<file path="config.mk">
export PLATFORM = sky130hd
export DESIGN_NAME = tbt_timer
export DESIGN_NICKNAME = d
export VERILOG_FILES = /design/src/logic/tbt_pkg.sv /design/src/logic/tbt_tick_if.sv /design/src/logic/tbt_prescaler.sv /design/src/logic/tbt_timer.sv
export SDC_FILE = /design/constraint.sdc
export NUM_CORES = 1
export LEC_CHECK = 0
export ABC_AREA = 1
export BUFFER_PORTS_ARGS = -buffer_cell sky130_fd_sc_hd__buf_2
export CORE_MARGIN = 5
export CORE_UTILIZATION = 55
export CTS_BUF_LIST = sky130_fd_sc_hd__clkbuf_8
export DETAILED_ROUTE_END_ITERATION = 10
export HOLD_SLACK_MARGIN = 0.15
export PLACE_DENSITY = 0.75
export SLEW_MARGIN = 20
export SYNTH_ARGS = -nofsm -noshare
export SYNTH_HDL_FRONTEND = slang
export SYNTH_SLANG_ARGS = --single-unit
</file>
<file path="constraint.sdc">
create_clock -name i_clk -period 2.8 [get_ports i_clk]
set_input_delay 0.56 -clock i_clk [delete_from_list [all_inputs] [get_ports i_clk]]
set_output_delay 0.56 -clock i_clk [all_outputs]
set_load 0.05 [all_outputs]
</file>
<file path="src/logic/tbt_pkg.sv">
/*
  shared constants and types of the two-channel interval timer:
  mode and source encodings, prescaler counts and reset values.
  assumes nothing beyond a synthesis tool that reads packages.
*/
package tbt_pkg;

  // operating mode, two lowest bits of each channel mode field
  typedef enum logic [1:0] {
    MODE_TIMER   = 2'h0,
    MODE_EVENT   = 2'h1,
    MODE_MEASURE = 2'h2,
    MODE_UNUSED  = 2'h3
  } tbt_mode_e;

  // count-source select field
  localparam logic [1:0] SRC_DIV1  = 2'h0;
  localparam logic [1:0] SRC_DIV8  = 2'h1;
  localparam logic [1:0] SRC_DIV32 = 2'h2;
  localparam logic [1:0] SRC_SUB32 = 2'h3;

  // effective edge select for event counting and measurement
  localparam logic [1:0] EDGE_FALL = 2'h0;
  localparam logic [1:0] EDGE_RISE = 2'h1;
  localparam logic [1:0] EDGE_BOTH = 2'h2;

  // prescaler ratios
  localparam int DIV8_COUNT  = 8;
  localparam int DIV32_COUNT = 32;
  localparam int SUB_COUNT   = 32;

  // counter geometry and reset values
  localparam int          CNT_W       = 16;
  localparam logic [15:0] CNT_RST     = 16'h0000;
  localparam logic [15:0] RELOAD_RST  = 16'h0000;
  localparam logic [15:0] CNT_ALL_ONE = 16'hffff;

endpackage : tbt_pkg

</file>
<file path="src/logic/tbt_tick_if.sv">
/*
  carrier for the shared count-source ticks, prescaler to channels.
  assumes every tick is a one-cycle pulse on the common clock.
*/
`timescale 1ns/10ps
interface tbt_tick_if;
  logic tick_div1;
  logic tick_div8;
  logic tick_div32;
  logic tick_sub32;

  modport src (output tick_div1, tick_div8, tick_div32, tick_sub32);
  modport snk (input  tick_div1, tick_div8, tick_div32, tick_sub32);
endinterface : tbt_tick_if

</file>
<file path="src/logic/tbt_prescaler.sv">
/*
  prescaler shared by both channels: undivided, divide-by-8 and
  divide-by-32 ticks of the main clock, and divide-by-32 of the
  sub-clock. assumes the sub-clock pin is asynchronous and much slower
  than the main clock, so it is sampled as a level.
*/
`timescale 1ns/10ps
module tbt_prescaler (
  // clock and reset
  input  wire logic i_clk,
  input  wire logic i_arst_n,
  // sub-clock pin
  input  wire logic i_subclk,
  // tick outputs
  tbt_tick_if.src   tick
);

  logic [2:0] div8_cnt;
  logic [4:0] div32_cnt;
  logic [4:0] sub_cnt;
  logic       sub_meta;
  logic       sub_sync;
  logic       sub_last;

  // main clock dividers
  always_ff @(posedge i_clk or negedge i_arst_n) begin
    if (!i_arst_n) begin
      div8_cnt  <= 3'h0;
      div32_cnt <= 5'h0;
    end else begin
      div8_cnt  <= div8_cnt + 3'h1;
      div32_cnt <= div32_cnt + 5'h1;
    end
  end

  // two-flop sampling of the sub-clock, then edge memory
  always_ff @(posedge i_clk or negedge i_arst_n) begin
    if (!i_arst_n) begin
      sub_meta <= 1'b0;
      sub_sync <= 1'b0;
      sub_last <= 1'b0;
    end else begin
      sub_meta <= i_subclk;
      sub_sync <= sub_meta;
      sub_last <= sub_sync;
    end
  end

  // sub-clock divider counts rising edges
  always_ff @(posedge i_clk or negedge i_arst_n) begin
    if (!i_arst_n) begin
      sub_cnt <= 5'h0;
    end else if (sub_sync && !sub_last) begin
      sub_cnt <= sub_cnt + 5'h1;
    end
  end

  // registered one-cycle ticks
  always_ff @(posedge i_clk or negedge i_arst_n) begin
    if (!i_arst_n) begin
      tick.tick_div1  <= 1'b0;
      tick.tick_div8  <= 1'b0;
      tick.tick_div32 <= 1'b0;
      tick.tick_sub32 <= 1'b0;
    end else begin
      tick.tick_div1  <= 1'b1;
      tick.tick_div8  <= (div8_cnt == 3'(tbt_pkg::DIV8_COUNT - 1));
      tick.tick_div32 <= (div32_cnt == 5'(tbt_pkg::DIV32_COUNT - 1));
      tick.tick_sub32 <= sub_sync && !sub_last &&
                         (sub_cnt == 5'(tbt_pkg::SUB_COUNT - 1));
    end
  end

endmodule : tbt_prescaler

</file>
<file path="src/logic/tbt_timer.sv">
/*
  two-channel down-counting interval timer with event counting and
  pulse period / width measurement. each channel has a 16-bit counter,
  a 16-bit reload register and a software timer-register port.
  assumes software ports are synchronous to i_clk; external inputs and
  the sub-clock are asynchronous pins.
*/
// Functional notes
// two channels; mode comes from the two lowest bits of each mode field.
// modes are interval, event counting, and period or width measurement.
// interval source is undivided, divide by 8, 32, or sub-clock by 32.
// count down per tick; on underflow reload and keep counting.
// reload value n gives one underflow every n+1 ticks.
// setting the start flag begins counting.
// clearing the start flag halts counting and holds the value.
// each underflow in interval mode raises the interrupt request.
// reading the timer register in interval mode gives the live count.
// write while stopped loads reload register and counter together.
// write while counting loads reload only; counter takes it at underflow.
// each channel has independent 16-bit counter and reload register.
// two-bit source select field picks one of four internal sources.
`timescale 1ns/10ps
module tbt_timer #(
  parameter int NCH = 2
) (
  // clock and reset
  input  wire logic                  i_clk,
  input  wire logic                  i_arst_n,
  // sub-clock pin
  input  wire logic                  i_subclk,
  // per channel mode field
  input  wire logic [NCH-1:0][1:0]   i_mode,
  input  wire logic [NCH-1:0][1:0]   i_src_sel,
  input  wire logic [NCH-1:0][1:0]   i_edge_sel,
  input  wire logic [NCH-1:0]        i_evt_other,
  input  wire logic [NCH-1:0]        i_mode_wr,
  // per channel count-start flag
  input  wire logic [NCH-1:0]        i_start,
  // per channel timer register write
  input  wire logic [NCH-1:0]        i_wr_en,
  input  wire logic [NCH-1:0][15:0]  i_wr_data,
  // per channel external input pin
  input  wire logic [NCH-1:0]        i_channel_external_input,
  // per channel status
  output logic      [NCH-1:0][15:0]  o_rd_data,
  output logic      [NCH-1:0]        o_irq,
  output logic      [NCH-1:0]        o_ovf
);

  tbt_tick_if tick_bus ();

  // shared count-source prescaler
  tbt_prescaler u_presc (
    .i_clk    (i_clk),
    .i_arst_n (i_arst_n),
    .i_subclk (i_subclk),
    .tick     (tick_bus.src)
  );

  // underflow pulses of all channels, for cascaded event counting
  logic [NCH-1:0] unf;
  // the same pulses one cycle later, as seen by the neighbour
  logic [NCH-1:0] unf_q;

  genvar ch;
  generate
    for (ch = 0; ch < NCH; ch++) begin : g_ch
      logic [15:0]       counter;
      logic [15:0]       reload;
      logic              ext_meta;
      logic              ext_sync;
      logic              ext_last;
      logic              src_tick;
      logic              edge_hit;
      logic              evt_tick;
      logic              first_seen;
      logic              run;
      logic              at_zero;
      logic              at_top;
      tbt_pkg::tbt_mode_e mode;

      assign mode    = tbt_pkg::tbt_mode_e'(i_mode[ch]);
      assign run     = i_start[ch];
      assign at_zero = (counter == tbt_pkg::CNT_RST);
      assign at_top  = (counter == tbt_pkg::CNT_ALL_ONE);

      // internal count-source selection
      always_comb begin
        unique case (i_src_sel[ch])
          tbt_pkg::SRC_DIV1:  src_tick = tick_bus.tick_div1;
          tbt_pkg::SRC_DIV8:  src_tick = tick_bus.tick_div8;
          tbt_pkg::SRC_DIV32: src_tick = tick_bus.tick_div32;
          tbt_pkg::SRC_SUB32: src_tick = tick_bus.tick_sub32;
        endcase
      end

      // two-flop sampling of the external pin, then edge memory
      always_ff @(posedge i_clk or negedge i_arst_n) begin
        if (!i_arst_n) begin
          ext_meta <= 1'b0;
          ext_sync <= 1'b0;
          ext_last <= 1'b0;
        end else begin
          ext_meta <= i_channel_external_input[ch];
          ext_sync <= ext_meta;
          ext_last <= ext_sync;
        end
      end

      // effective edge detection on the sampled pin
      always_comb begin
        case (i_edge_sel[ch])
          tbt_pkg::EDGE_FALL: edge_hit = ext_last && !ext_sync;
          tbt_pkg::EDGE_RISE: edge_hit = ext_sync && !ext_last;
          tbt_pkg::EDGE_BOTH: edge_hit = ext_sync != ext_last;
          default:            edge_hit = 1'b0; // reserved code
        endcase
      end

      // event source: pin edge or the neighbour channel's underflow;
      // registered, so two channels counting each other form no loop
      assign evt_tick = i_evt_other[ch] ? unf_q[(ch + 1) % NCH]
                                        : edge_hit;

      // reload register: software writes in counting modes
      always_ff @(posedge i_clk or negedge i_arst_n) begin
        if (!i_arst_n) begin
          reload <= tbt_pkg::RELOAD_RST;
        end else if (mode == tbt_pkg::MODE_MEASURE) begin
          if (run && edge_hit) begin
            reload <= counter; // measurement result
          end
        end else if (i_wr_en[ch]) begin
          reload <= i_wr_data[ch];
        end
      end

      // counter
      always_ff @(posedge i_clk or negedge i_arst_n) begin
        if (!i_arst_n) begin
          counter <= tbt_pkg::CNT_RST;
        end else begin
          unique case (mode)
            tbt_pkg::MODE_TIMER, tbt_pkg::MODE_EVENT: begin
              if (!run) begin
                if (i_wr_en[ch]) begin
                  counter <= i_wr_data[ch];
                end
              end else if ((mode == tbt_pkg::MODE_TIMER) ? src_tick
                                                         : evt_tick) begin
                if (at_zero) begin
                  // a write in the same cycle is already the new reload
                  counter <= i_wr_en[ch] ? i_wr_data[ch] : reload;
                end else begin
                  counter <= counter - 16'h0001;
                end
              end
            end
            tbt_pkg::MODE_MEASURE: begin
              if (run) begin
                if (edge_hit) begin
                  counter <= tbt_pkg::CNT_RST;
                end else if (src_tick) begin
                  counter <= counter + 16'h0001; // wraps at overflow
                end
              end
            end
            tbt_pkg::MODE_UNUSED: begin
              counter <= counter; // held
            end
          endcase
        end
      end

      // first measurement edge after start raises no request
      always_ff @(posedge i_clk or negedge i_arst_n) begin
        if (!i_arst_n) begin
          first_seen <= 1'b0;
        end else if (!run || mode != tbt_pkg::MODE_MEASURE) begin
          first_seen <= 1'b0;
        end else if (edge_hit) begin
          first_seen <= 1'b1;
        end
      end

      // underflow pulse, used by the neighbour and for the request
      assign unf[ch] = run && at_zero &&
                       ((mode == tbt_pkg::MODE_TIMER && src_tick) ||
                        (mode == tbt_pkg::MODE_EVENT && evt_tick));

      // registered underflow for the neighbour's event counting
      always_ff @(posedge i_clk or negedge i_arst_n) begin
        if (!i_arst_n) begin
          unf_q[ch] <= 1'b0;
        end else begin
          unf_q[ch] <= unf[ch];
        end
      end

      // interrupt request pulse
      always_ff @(posedge i_clk or negedge i_arst_n) begin
        if (!i_arst_n) begin
          o_irq[ch] <= 1'b0;
        end else if (mode == tbt_pkg::MODE_MEASURE) begin
          o_irq[ch] <= run && ((edge_hit && first_seen) ||
                               (src_tick && !edge_hit && at_top));
        end else begin
          o_irq[ch] <= unf[ch];
        end
      end

      // overflow flag: set wins over the clear by mode write
      always_ff @(posedge i_clk or negedge i_arst_n) begin
        if (!i_arst_n) begin
          o_ovf[ch] <= 1'b0;
        end else if (mode == tbt_pkg::MODE_MEASURE && run &&
                     src_tick && !edge_hit && at_top) begin
          o_ovf[ch] <= 1'b1;
        end else if (run && i_mode_wr[ch]) begin
          o_ovf[ch] <= 1'b0;
        end
      end

      // timer register read value, live count or measurement result
      always_ff @(posedge i_clk or negedge i_arst_n) begin
        if (!i_arst_n) begin
          o_rd_data[ch] <= tbt_pkg::CNT_RST;
        end else if (mode == tbt_pkg::MODE_MEASURE) begin
          o_rd_data[ch] <= reload;
        end else begin
          o_rd_data[ch] <= counter;
        end
      end
    end
  endgenerate

endmodule : tbt_timer

</file>
## Word level (Yosys, flattened, before mapping)

Cells that the tools add are included.

- Bits in writable memories: 0
- Bits of input ports: 57
- Latch bits: 0
- Memory bits (read-only): 0
- Output and inout bits: 36
- Memories kept: 0
- Register bits after elaboration: 130
- Word-level logic and storage cells: 181

- Bitwise gates (word level): 2
- $lt $le $gt $ge: 0
- Mux-type cells: 42
- Shifts and indexed selects: 0
- Divide/modulo/power cells: 0
- Multipliers: 0
- Reduce and logical (&&, ||, !) cells: 65
- $add $sub $neg: 7
- Equal/unequal tests: 35

Operators with widths:

| cell | count |
|---|---|
| 16-bit 2-to-1 mux | 22 |
| 16-bit one-hot mux with 2 select lines | 2 |
| 1-bit logical AND | 34 |
| 16-bit by 1-bit adder with 16-bit output (second input constant) | 2 |
| 16-bit == test (second input constant) | 2 |
| 16-bit zero test | 2 |
| 16-bit by 1-bit subtractor with 16-bit output (second input constant) | 2 |
| 2-bit == test (second input constant) | 10 |
| 3-bit != test (second input constant) | 6 |
| 1-bit 2-to-1 mux | 14 |
| 2-bit by 1-bit == test with 1-bit output (second input constant) | 6 |
| 2-bit zero test | 6 |
| 5-bit by 1-bit adder with 5-bit output (second input constant) | 2 |
| 5-bit == test (second input constant) | 2 |
| 5-bit AND reduction | 2 |
| 1-bit zero test | 9 |
| 2-bit != test (second input constant) | 4 |
| 1-bit one-hot mux with 4 select lines | 2 |
| 2-bit nonzero test | 4 |
| 1-bit logical OR | 6 |
| 1-bit one-hot mux with 3 select lines | 2 |
| 2-bit by 1-bit != test with 1-bit output (second input constant) | 2 |
| 2-bit OR reduction | 2 |
| 3-bit by 1-bit adder with 3-bit output (second input constant) | 1 |
| 3 further kinds | 5 |

## Depth between registers and ports, before layout

Gate-level depths: netlist of the first run.

- Depth after elaboration: 9
- Depth in mapped cells: 14
- Mapped depth without buffers: 13

## Modules after synthesis

A second synthesis of the first run with hierarchy kept.

- Cell total of the unflattened synthesis: 1221
- Area, all modules: 8618.3 um^2

Modules (own cells, without submodules):

| module | seq. area each (um^2) | cells an instance | times used | area an instance (um^2) |
|---|---|---|---|---|
| tbt_timer | 2752.6 | 1160 | 1 | 7856.3 |
| tbt_prescaler | 500.5 | 61 | 1 | 762.0 |

## Least setup slack after synthesis of the first run

Ideal clock, no wire load.

- Path type: register -> register
- Start point: register g_ch[0].counter[0]
- End point: register g_ch[0].counter[10]
- Arrival time: 1538 ps
- Library setup time: 120 ps
- Clock period less this slack: 1657 ps
- Slack: 1143 ps
- Buffers on the path: 1
- Cell stages (with the launch flop): 15
- Required time: 2680 ps
- Path through: dfrtp_1 inv_1 ha_1 inv_1 nor2_1 nand2_1 nor2_1 buf_4 nand4_1 nand2_1 inv_1 nand2_1 nand2_1 nand2_1 a21oi_2

- Cells in the longest elaborated chain, start to end: 5
- Elaborated cells between the ends (all ways): 10
- Those cells by class: add/sub (2); mux (7); reduce/logical (1)

RTL lines:

| item | RTL line | source |
|---|---|---|
| start: declaration | tbt_timer.sv:68 | `logic [15:0] counter;` |
| start signal: assignment | tbt_timer.sv:141 | `counter <= tbt_pkg::CNT_RST;` |
| start signal: assignment | tbt_timer.sv:147 | `counter <= i_wr_data[ch];` |
| start signal: assignment | tbt_timer.sv:153 | `counter <= i_wr_en[ch] ? i_wr_data[ch] : reload;` |
| 16-bit by 1-bit adder with 16-bit output, or another cell as far along | tbt_timer.sv:164 | `counter <= counter + 16'h0001;` |
| 16-bit 2-to-1 mux (on tied branches) | tbt_timer.sv:163, tbt_timer.sv:151 |  |
| 16-bit 2-to-1 mux (on tied branches) | tbt_timer.sv:161, tbt_timer.sv:149 |  |
| 16-bit 2-to-1 mux (on tied branches) | tbt_timer.sv:160, tbt_timer.sv:145 |  |
| 16-bit one-hot mux with 2 select lines * | tbt_timer.sv:143 | `unique case (mode)` |

Every way passes the cells marked *; elsewhere a longest branch is shown, timed or not. The select of a mux whose other input is x is not followed.
A chain may end at the register's enable or synchronous reset.

## Worst setup path in the final report of the first run

- Start point: register g_ch[1].ext_sync
- End point: register g_ch[1].counter[9]

- Cells in the longest elaborated chain, start to end: 7
- Elaborated cells between the ends (all ways): 13
- Those cells by class: eq/ne (3); mux (6); reduce/logical (4)

RTL lines:

| item | RTL line | source |
|---|---|---|
| start: declaration | tbt_timer.sv:71 | `logic ext_sync;` |
| start signal: assignment | tbt_timer.sv:105 | `ext_sync <= ext_meta;` |
| 1-bit zero test | tbt_timer.sv:113 | `tbt_pkg::EDGE_FALL: edge_hit = ext_last && !ext_sync;` |
| 1-bit logical AND | tbt_timer.sv:113 |  |
| 1-bit one-hot mux with 3 select lines * | tbt_timer.sv:112 | `case (i_edge_sel[ch])` |
| 1-bit 2-to-1 mux | tbt_timer.sv:122 | `assign evt_tick = i_evt_other[ch] ? unf_q[(ch + 1) % NCH]` |
| 1-bit 2-to-1 mux | tbt_timer.sv:149 | `end else if ((mode == tbt_pkg::MODE_TIMER) ? src_tick` |
| 3-bit != test (no line) | - |  |
| 5-bit AND reduction (no line) | - |  |
| end signal: assignment | tbt_timer.sv:147 |  |
| end signal: assignment | tbt_timer.sv:153 |  |
| end signal: assignment | tbt_timer.sv:155 | `counter <= counter - 16'h0001;` |
| end: declaration | tbt_timer.sv:68 |  |

Marked as above.

==> results of run 1 <==
## layout make-up
class                   count  area share, %
clock inverters            15           1.54
inverters                 149           5.76
multi-input cells         955           47.9
well taps                 216           2.77
flip-flops and latches    130           33.3
clock buffers              17           2.40
repair buffers            109           6.25
## timing repair
| item | CTS | global route |
|---|---|---|
| setup endpoints to repair | 0 | 0 |
| hold endpoints to repair | 63 | 0 |
| hold buffers | 1 | 0 |
| setup buffers | 0 | 0 |
## path summary, 6_finish.rpt
path,start,to,slack [ns],depth (start not counted)
setup / recovery,g_ch[1].ext_sync$_DFF_PN0_,g_ch[1].counter[9]$_DFFE_PN0P_,0.57,11
hold / removal,i_subclk,u_presc.sub_meta$_DFF_PN0_,0.21,1
setup reg to reg,g_ch[1].ext_sync$_DFF_PN0_,g_ch[1].counter[9]$_DFFE_PN0P_,0.57,11
hold reg to reg,g_ch[0].ext_meta$_DFF_PN0_,g_ch[0].ext_sync$_DFF_PN0_,0.35,0
max in group asynchronous,i_arst_n,g_ch[0].reload[10]$_DFFE_PN0P_,1.37,3
min in group asynchronous,i_arst_n,o_rd_data[13]$_DFF_PN0_,0.67,2
## cell usage after synthesis, types with 9 or more instances
cell      instances
nand2_1         416
inv_1           138
dfrtp_1         130
nor2_1          130
o21ai_0         105
nand3_1          86
a21oi_1          45
nand4_1          26
o211ai_1         26
buf_2            22
buf_6            17
o21ai_1          17
ha_1             16
xor2_1           15
buf_4            12
clkbuf_1         12
a21oi_2          11
nor2_4           11
inv_2             9
## routing by layer
| layer | vias to the layer above | global-route usage (%) | part of all wire (%) |
|---|---|---|---|
| met5 | - | 0 | 0 |
| met4 | 0 | 6.60 | 1.3 |
| met3 | 31 | 5.66 | 7.6 |
| met2 | 328 | 41.2 | 46 |
| met1 | 3903 | 38.9 | 45 |
| li1 | 4259 | - | - |
## flip-flops by register name, summed over array words and instances (netlist names)
register                 flops
u_presc.sub_sync             1
o_irq                        2
u_presc.sub_meta             1
u_presc.sub_last             1
u_presc.div32_cnt            5
g_ch.reload                 32
u_presc.tick.tick_div8       1
g_ch.counter                32
g_ch.ext_sync                2
u_presc.tick.tick_div1       1
u_presc.tick.tick_div32      1
u_presc.div8_cnt             3
g_ch.first_seen              2
g_ch.ext_meta                2
unf_q                        2
g_ch.ext_last                2
u_presc.tick.tick_sub32      1
o_ovf                        2
o_rd_data                   32
u_presc.sub_cnt              5
## stage by stage
step | area [µm²] | util [%] | instances | setup WS (ns) | power [mW]
2_1_floorplan | 8960 | - | 1303 | 1.14 | 4.59
3_3_place_gp | 9360 | 58.7 | 1558 | 0.687 | 5.10
3_5_place_dp | 9360 | 58.7 | 1558 | 0.581 | 5.14
4_1_cts | 9760 | 61.2 | 1591 | 0.565 | 6.73
5_1_grt | 9760 | 61.2 | 1591 | 0.395 | 7.17
6_report | 9760 | 61.2 | 1591 | 0.566 | 6.73
## cell families (layout without fill, tap and decap cells)
logic type / Yosys count / count (layout)
AND/OR/NAND/NOR: 715 / 715
adder cells (fa/ha/maj): 16 / 16
other: 1 / 1
flip-flops: 130 / 130
XOR/XNOR: 17 / 17
buffers and inverters: 218 / 290
AO/OA/AOI/OAI: 206 / 206
## power groups by stage
stage          Clock [mW]  Combinational [mW]  Sequential [mW]
2_1_floorplan           0                1.77             2.81
3_3_place_gp            0                2.38             2.72
3_5_place_dp            0                2.41             2.73
4_1_cts              1.61                2.43             2.69
5_1_grt              1.70                2.72             2.75
6_report             1.59                2.44             2.70
==> metrics.yaml, run 1 <==
cells_and_area:
  drive_gt1_share_pct: 15.1
  diodes: 0
  nFillCells: 1517
  final_common_cell: "nand2_1"
  synthToLayoutAreaGrowth_pct: 8.87
  regArea_um2: 3250
  final_cell_mix: "415 x nand2_1, 139 x inv_1, 130 x nor2_1, 130 x dfrtp_1, 105 x o21ai_0"
  multi_input_area_um2: 4680
  finalNetCount: 1435
yosys:
  synth_xor_area_share_pct: 1.66
  synth_largest_area_cell: "dfrtp_1"
  synthTopCellsByArea: "dfrtp_1 36%, nand2_1 17%, o21ai_0 5.9%, inv_1 5.8%, nor2_1 5.4%"
  netlist.area_leader.share_pct: 36.3
  synth-seq-area-share_pct: 36.3
  avgSynthCellArea_um2: 6.88
  synthCells: 1303
  synth_simple_gate_area_share_pct: 35.4
  synth_edf_count: 0
  synth_fp_nets: 1376
  synth_adder_area_share_pct: 2.23
  syn-cell-area_um2: 8960
  synthArstFlopShare_pct: 100
  muxShareOfSynthArea_pct: 0
  yosys_warnings: 0
  synth_top_family_by_area: "simple AND/OR/NAND/NOR gates"
  yosysUniqueCellTypes: 42
  ys_ff_latch: 130
  synth_compound_area_share_pct: 12.8
  synth_ff_type: "dfrtp_1"
die:
  core-area_um2: 15900
  die_w_um: 138
  die_area_um2: 18900
  io_pins: 93
  rows: 46
  start_util_pct: 56.2
  fp.dieH_um: 138
critical_path:
  cp_max_fo: 18
  slowest_stage: "inv_2"
  crit_path_start_kind: "register"
  crit_path_cell_trace: "inv_1 -> ha_1 -> nand2_1 -> nand3_1 -> nand2_1 -> nand2_1 -> nand2_1 -> nand3_2 -> inv_2 -> nor2_1 -> a21oi_2"
  end_kind: "register"
  crit_buf_inv: 2
  cp_common_cell: "nand2_1"
  cp.required_ns: 3.18
  slowest_delay_ns: 0.39
  critical_path_class: "reg2reg"
  critPathTopFamily: "simple AND/OR/NAND/NOR gates"
  crit_arrival_ns: 2.61
power:
  p_leak_nw: 5.13
  seqPwrFrac_pct: 40.2
  p_clk_share_pct: 23.6
  p_int_mw: 3.68
  combPwrFrac_pct: 36.2
  switching_share_pct: 45.3
  power_density_nw_per_um2: 689
  peakVddDrop_mv: 0.317
  switchingPower_mw: 3.04
global_route:
  grt_pass1_vias: 7725
  grt_max_degree: 67
  grt_pass1_wl_um: 40000
  grt_usage_pct: 26.9
  grt_overflow_total: 0
  antenna_found_initial: 1
clock_network:
  root_buffer: "clkbuf_8"
  cts_tree: "yes"
  postCtsResizedCells: 0
  path_clk_slew_ns: 0.08
  htreeDepth: 4
  numCtsBuffers: 17
  cts.sinks: 130
  insertion_delay_ns: 0.45
  cts_buffer_depth: 2
drt:
  via_per_inst: 5.36
  num_vias: 8521
  drtIter0Drc: 689
  drtPass1Iterations: 6
  wirelength_um: 24700
  drc: 0
  ant_nets: 0
  drt-wirelength-per-cell_um: 15.5
outcome:
  status: "completed"
run:
  drv_cap: 0
sta:
  period_share_pct: 79.8
  rsz0062_at_grt: "false"
  slew_viol_final: 0
  fin_tns_setup_ns: 0
  hold_viol: 0
  setup_violations: 0
  tightest_slew_ns: 0.621
  fin_skew_ns: 0.0159
  maxSlewHeadroom_pct: 58.6
  whs_ns: 0.214
  max_freq_ghz: 0.448
  finalCriticalPeriod_ns: 2.23
place:
  portBuffers: 92
  dp_hpwl_um: 18300
  gp_congestion: 0.947
hold_path:
  hold_class: "in2reg"
Power figures use the tool's default switching activity.
==> run 2: changes to the inputs <==
==> constraint.sdc (replaced) <==
create_clock -name i_clk -period 2.3 [get_ports i_clk]
set_input_delay 0.46 -clock i_clk [delete_from_list [all_inputs] [get_ports i_clk]]
set_output_delay 0.46 -clock i_clk [all_outputs]
set_load 0.05 [all_outputs]
==> run 2 against run 1 <==
Non-clock buffer count up 20; routed wire length rose by 2.4%; first-iteration DRC count increased by 3.6%; utilization is 1.3 points higher; clock power increased by 33%; critical path type unchanged; largest cell class unchanged; largest power group unchanged; highest routed layer unchanged.
==> metrics.yaml, run 2 (synthesized netlist as in run 1, its figures left out) <==
outcome:
  status: "completed"
run:
  drv_cap: 0  # unchanged
die:
  fp.dieH_um: 138  # unchanged
  io_pins: 93  # unchanged
  die_w_um: 138  # unchanged
  die_area_um2: 18900  # unchanged
  core-area_um2: 15900  # unchanged
  start_util_pct: 56.2  # unchanged
  rows: 46  # unchanged
global_route:
  grt_usage_pct: 27.9  # +0.97 points
  grt_pass1_wl_um: 41300  # +3.2%
  grt_pass1_vias: 8229  # +6.5%
  grt_overflow_total: 0  # unchanged
  antenna_found_initial: 0  # -1
  grt_max_degree: 50  # -25%
drt:
  via_per_inst: 5.45  # +1.8%
  wirelength_um: 25300  # +2.4%
  drtIter0Drc: 714  # +3.6%
  ant_nets: 0  # unchanged
  drt-wirelength-per-cell_um: 15.7  # +1.2%
  drtPass1Iterations: 5  # -1
  drc: 0  # unchanged
  num_vias: 8774  # +3.0%
cells_and_area:
  multi_input_area_um2: 4680  # unchanged
  nFillCells: 1481  # -2.4%
  synthToLayoutAreaGrowth_pct: 11.3
  finalNetCount: 1455  # +1.4%
  final_common_cell: "nand2_1"
  drive_gt1_share_pct: 16.1  # +1.0 points
  diodes: 0  # unchanged
  final_cell_mix: "415 x nand2_1, 138 x inv_1, 130 x nor2_1, 130 x dfrtp_1, 105 x o21ai_0"
  regArea_um2: 3250  # unchanged
  layoutNonFillerInstCount: 1610  # +1.2%
  largestRegisters: "g_ch.counter (32), g_ch.reload (32), o_rd_data (32)"
sta:
  fin_tns_setup_ns: 0  # unchanged
  finalCriticalPeriod_ns: 2.03  # -0.203 ns
  setup_slack_ns: 0.269  # -0.297 ns
  period_share_pct: 88.3  # +8.5 points
  maxSlewHeadroom_pct: 62.5  # +3.9 points
  setup_violations: 0  # unchanged
  hold_viol: 0  # unchanged
  fin_skew_ns: 0.0134  # -0.00251 ns
  tightest_slew_ns: 0.557  # -0.0645 ns
  rsz0062_at_grt: "false"
  max_freq_ghz: 0.492  # +10%
  slew_viol_final: 0  # unchanged
clock_network:
  cts_buffer_depth: 2  # unchanged
  insertion_delay_ns: 0.46  # about the same
  path_clk_slew_ns: 0.08  # about the same
  htreeDepth: 4  # unchanged
  postCtsResizedCells: 0  # unchanged
  cts_tree: "yes"
  cts.sinks: 130  # unchanged
  cts_hold_buf: 4  # +3
  numCtsBuffers: 17  # unchanged
  postCtsSetupBuffers: 0  # unchanged
  root_buffer: "clkbuf_8"
power:
  power_density_nw_per_um2: 851  # +23%
  peakVddDrop_mv: 0.485  # +53%
  power_mw: 8.48  # +26%
  p_leak_nw: 5.24  # +2.1%
critical_path:
  cp.required_ns: 2.69  # -0.49 ns
  critical_path_class: "reg2reg"
  cp_max_fo: 10  # -8
  crit_arrival_ns: 2.42  # -0.19 ns
  end_kind: "register"
  crit_path_start_kind: "register"
place:
  portBuffers: 92  # unchanged
  pre_cts_ws_ns: 0.340  # -0.241 ns
  place.detailed.instances: 1575  # +1.1%
  dp_hpwl_um: 18600  # +2.0%
  gp_congestion: 0.983  # +3.8%
hold_path:
  hold_class: "in2reg"
-- run 2: cell count changes in the layout (fill, tap and decap cells not counted) --
cell,delta
inv_8,-1
buf_12,+2
clkinvlp_4,+1
clkinv_4,-1
buf_4,+15
inv_1,-1
clkinv_2,+1
dlygate4sd3_1,+3
bufinv_16,+2
inv_6,-2
-- run 2: per-stage QoR --
| stage | area (µm²) | hold WS, ns | util [%] |
|---|---|---|---|
| after floorplan | 8960 | 0.164 | - |
| after global placement | 9510 | 0.332 | 59.7 |
| after detailed placement | 9510 | 0.339 | 59.7 |
| after CTS | 9970 | 0.232 | 62.5 |
| after global routing | 9970 | 0.240 | 62.5 |
| final | 9970 | 0.251 | 62.5 |
-- run 2: final cells by class --
cell class	count	area share [%]
Sequential cell	130	32.6
Inverter	149	5.64
Tap cell	216	2.71
Multi-Input combinational cell	955	46.9
Clock inverter	14	1.82
Timing Repair Buffer	129	7.94
Clock buffer	17	2.35
-- run 2: worst max-delay path: stages, from the launching register on --
cell and delay, ns:
dfrtp_1 0.64, nand2_1 0.21, nor2_2 0.20, nand3_2 0.14
nor2_2 0.24, nand2_1 0.12, nand2_1 0.07, inv_1 0.03
nor2_1 0.10, nor2_1 0.07, a21oi_2 0.13
-- run 2: final timing paths --
| check | depth (start not counted) | from | endpoint | slack, ns |
|---|---|---|---|---|
| max in group asynchronous | 3 | i_arst_n | g_ch[0].counter[4]$_DFFE_PN0P_ | 1.16 |
| worst max register to register | 10 | g_ch[0].counter[2]$_DFFE_PN0P_ | g_ch[0].counter[12]$_DFFE_PN0P_ | 0.27 |
| min in group asynchronous | 2 | i_arst_n | o_rd_data[14]$_DFF_PN0_ | 0.50 |
| worst min register to register | 0 | g_ch[0].ext_meta$_DFF_PN0_ | g_ch[0].ext_sync$_DFF_PN0_ | 0.35 |
| worst min-delay path | 4 | i_mode_wr[1] | o_ovf[1]$_DFFE_PN0P_ | 0.25 |
| worst max-delay path | 10 | g_ch[0].counter[2]$_DFFE_PN0P_ | g_ch[0].counter[12]$_DFFE_PN0P_ | 0.27 |
-- run 2: metal layers --
metal | vias to the layer above | routed length, µm | GRT usage, %
met5 | - | 0 | 0
met4 | 0 | 652 | 10.1
met3 | 56 | 2000 | 5.04
met2 | 391 | 11500 | 43.4
met1 | 4039 | 11200 | 38.9
li1 | 4288 | - | -
-- run 2: report_power, final --
group          switching [mW]  internal (mW)  leakage (nW)
sequential              0.521           2.71          1.57
combinational            2.17          0.952          3.47
clock                    1.04           1.08         0.201
total                    3.73           4.75          5.24
==> run 3: changes to the inputs <==
--- a/config.mk
+++ b/config.mk
@@ -7,12 +7,15 @@
 export LEC_CHECK = 0
 export ABC_AREA = 1
 export BUFFER_PORTS_ARGS = -buffer_cell sky130_fd_sc_hd__buf_2
+export CORE_ASPECT_RATIO = 0.6
 export CORE_MARGIN = 5
 export CORE_UTILIZATION = 55
 export CTS_BUF_LIST = sky130_fd_sc_hd__clkbuf_8
 export DETAILED_ROUTE_END_ITERATION = 10
 export HOLD_SLACK_MARGIN = 0.15
 export PLACE_DENSITY = 0.75
+export SETUP_SLACK_MARGIN = 0.15
+export SKIP_LAST_GASP = 1
 export SLEW_MARGIN = 20
 export SYNTH_ARGS = -nofsm -noshare
 export SYNTH_HDL_FRONTEND = slang
==> run 3 against run 2 <==
Non-clock buffer count increased by 13; clock skew increased by 0.0025 ns; largest power group is now combinational logic; total power increased by 1.9%; sequential share of layout area decreased by 0.38 points; clock power increased by 2%; combinational power increased by 7.7%; maximum frequency increased by 1.4%; critical endpoint is now g_ch[0].counter[9]$_DFFE_PN0P_; first-iteration DRC count increased by 62%; clock-buffer cell count increased by 1; utilization about the same.
==> metrics.yaml, run 3 (synthesized netlist as in run 1, its figures left out) <==
place:
  dp_hpwl_um: 19800  # +6.2%
  gp_congestion: 1.06  # +7.6%
  portBuffers: 92  # unchanged
  place_area_um2: 9580  # +0.64%
cells_and_area:
  final_cell_mix: "415 x nand2_1, 136 x inv_1, 130 x nor2_1, 130 x dfrtp_1, 105 x o21ai_0"
  drive_gt1_share_pct: 17.0  # +0.98 points
  fin_util_pct: 62.6  # about the same
  nFillCells: 1510  # +2.0%
  finalNetCount: 1468  # +0.89%
  diodes: 0  # unchanged
  synthToLayoutAreaGrowth_pct: 12.6
  final_cell_area_um2: 10100  # +1.2%
  largestRegisters: "g_ch.counter (32), g_ch.reload (32), o_rd_data (32)"
  final_common_cell: "nand2_1"
critical_path:
  crit_arrival_ns: 2.36  # -0.06 ns
  cp.required_ns: 2.66  # -0.03 ns
  end_kind: "register"
  critical_path_class: "reg2reg"
  rr_worst_depth: 11  # +1
  cp_max_fo: 9  # -1
  crit_path_start_kind: "register"
drt:
  num_vias: 8893  # +1.4%
  wirelength_um: 26400  # +4.4%
  drtIter0Drc: 1155  # +62%
  drc: 0  # unchanged
  via_per_inst: 5.50  # +0.92%
  ant_nets: 0  # unchanged
  drt-wirelength-per-cell_um: 16.3  # +4.0%
  drtPass1Iterations: 6  # +1
die:
  die_w_um: 175  # +27%
  fp.dieH_um: 109  # -21%
  rows: 36  # -22%
  io_pins: 93  # unchanged
  core-area_um2: 16100  # +1.1%
  start_util_pct: 55.6  # -0.64 points
  die_area_um2: 19000  # +0.44%
sta:
  tightest_slew_ns: 0.568  # +0.0108 ns
  max_freq_ghz: 0.499  # +1.4%
  fin_skew_ns: 0.0159  # +0.00247 ns
  fin_tns_setup_ns: 0  # unchanged
  hold_viol: 0  # unchanged
  finalCriticalPeriod_ns: 2.00  # -0.0278 ns
  maxSlewHeadroom_pct: 62.2  # -0.33 points
  period_share_pct: 87.1  # -1.2 points
  slew_viol_final: 0  # unchanged
  rsz0062_at_grt: "true"
  setup_violations: 0  # unchanged
clock_network:
  cts_tree: "yes"
  path_clk_slew_ns: 0.09  # about the same
  cts_buffer_depth: 2  # unchanged
  cts.sinks: 130  # unchanged
  insertion_delay_ns: 0.47  # about the same
  htreeDepth: 4  # unchanged
  numCtsBuffers: 17  # unchanged
  root_buffer: "clkbuf_8"
global_route:
  grt_usage_pct: 28.6  # +0.74 points
  grt_pass1_wl_um: 42800  # +3.6%
  grt_pass1_vias: 8056  # -2.1%
  grt_overflow_total: 0  # unchanged
  grt_max_degree: 48  # -4.0%
  antenna_found_initial: 1  # +1
outcome:
  status: "completed"
power:
  peakVddDrop_mv: 0.548  # +13%
  p_leak_nw: 5.29  # +0.97%
  power_density_nw_per_um2: 857  # +0.74%
hold_path:
  min_path_cells: 4  # unchanged
  hold_class: "in2reg"
run:
  drv_cap: 0  # unchanged
==> run 3: layout make-up <==
cell class	count	area (µm²)	area share, %
inverter	149	568	5.63
sequential	130	3250	32.2
multi-input combinational	955	4690	46.5
clock buffer	18	248	2.46
timing repair buffer	142	890	8.82
clock inverter	14	178	1.76
tap	209	262	2.59
==> run 3: repair_timing <==
| item | 4_1_cts | 5_1_grt |
|---|---|---|
| resized for setup | 0 | 6 |
| hold buffers | 4 | 0 |
| buffers inserted | 0 | 2 |
| endpoints found under the setup margin | 0 | 20 |
| hold endpoints to repair | 44 | 0 |
==> run 3: final timing paths <==
check                                           start                             end  slack (ns)
max in group asynchronous                    i_arst_n         o_rd_data[31]$_DFF_PN0_        1.12
min in group asynchronous                    i_arst_n   g_ch[1].reload[1]$_DFFE_PN0P_        0.47
hold / removal                           i_mode_wr[0]            o_ovf[0]$_DFFE_PN0P_        0.25
setup / recovery           g_ch[0].ext_sync$_DFF_PN0_  g_ch[0].counter[9]$_DFFE_PN0P_        0.30
setup reg to reg           g_ch[0].ext_sync$_DFF_PN0_  g_ch[0].counter[9]$_DFFE_PN0P_        0.30
hold reg to reg            u_presc.sub_meta$_DFF_PN0_      u_presc.sub_sync$_DFF_PN0_        0.36
==> run 3: per-stage QoR <==
stage	std cells	hold slack, ns	total power [mW]	setup slack, ns
3_3_place_gp	1579	0.333	6.38	0.263
5_1_grt	1617	0.265	9.18	0.150
4_1_cts	1615	0.229	8.60	0.232
6_report	1617	0.249	8.64	0.297
3_5_place_dp	1579	0.337	6.41	0.249
2_1_floorplan	1303	0.164	5.58	0.643
==> run 3: where the power goes <==
group,switching [mW],internal [mW]
logic,2.35,1.01
clock network,1.05,1.12
registers,0.402,2.71
==> run 3: worst max-delay path: stages, from the launching register on <==
cell,delay (ns)
dfrtp_1,0.37
inv_1,0.05
ha_1,0.28
nand2_1,0.09
nand3_2,0.14
nand2_1,0.08
nand2_1,0.05
nand2_1,0.07
nand3_2,0.24
buf_4,0.28
nor2_1,0.15
a21oi_1,0.09
==> run 3: routing by layer <==
metal	global-route usage (%)	routed length, µm
met1	45.5	13100
met2	36.9	9780
met3	9.25	3260
met4	6.67	274
met5	0	13
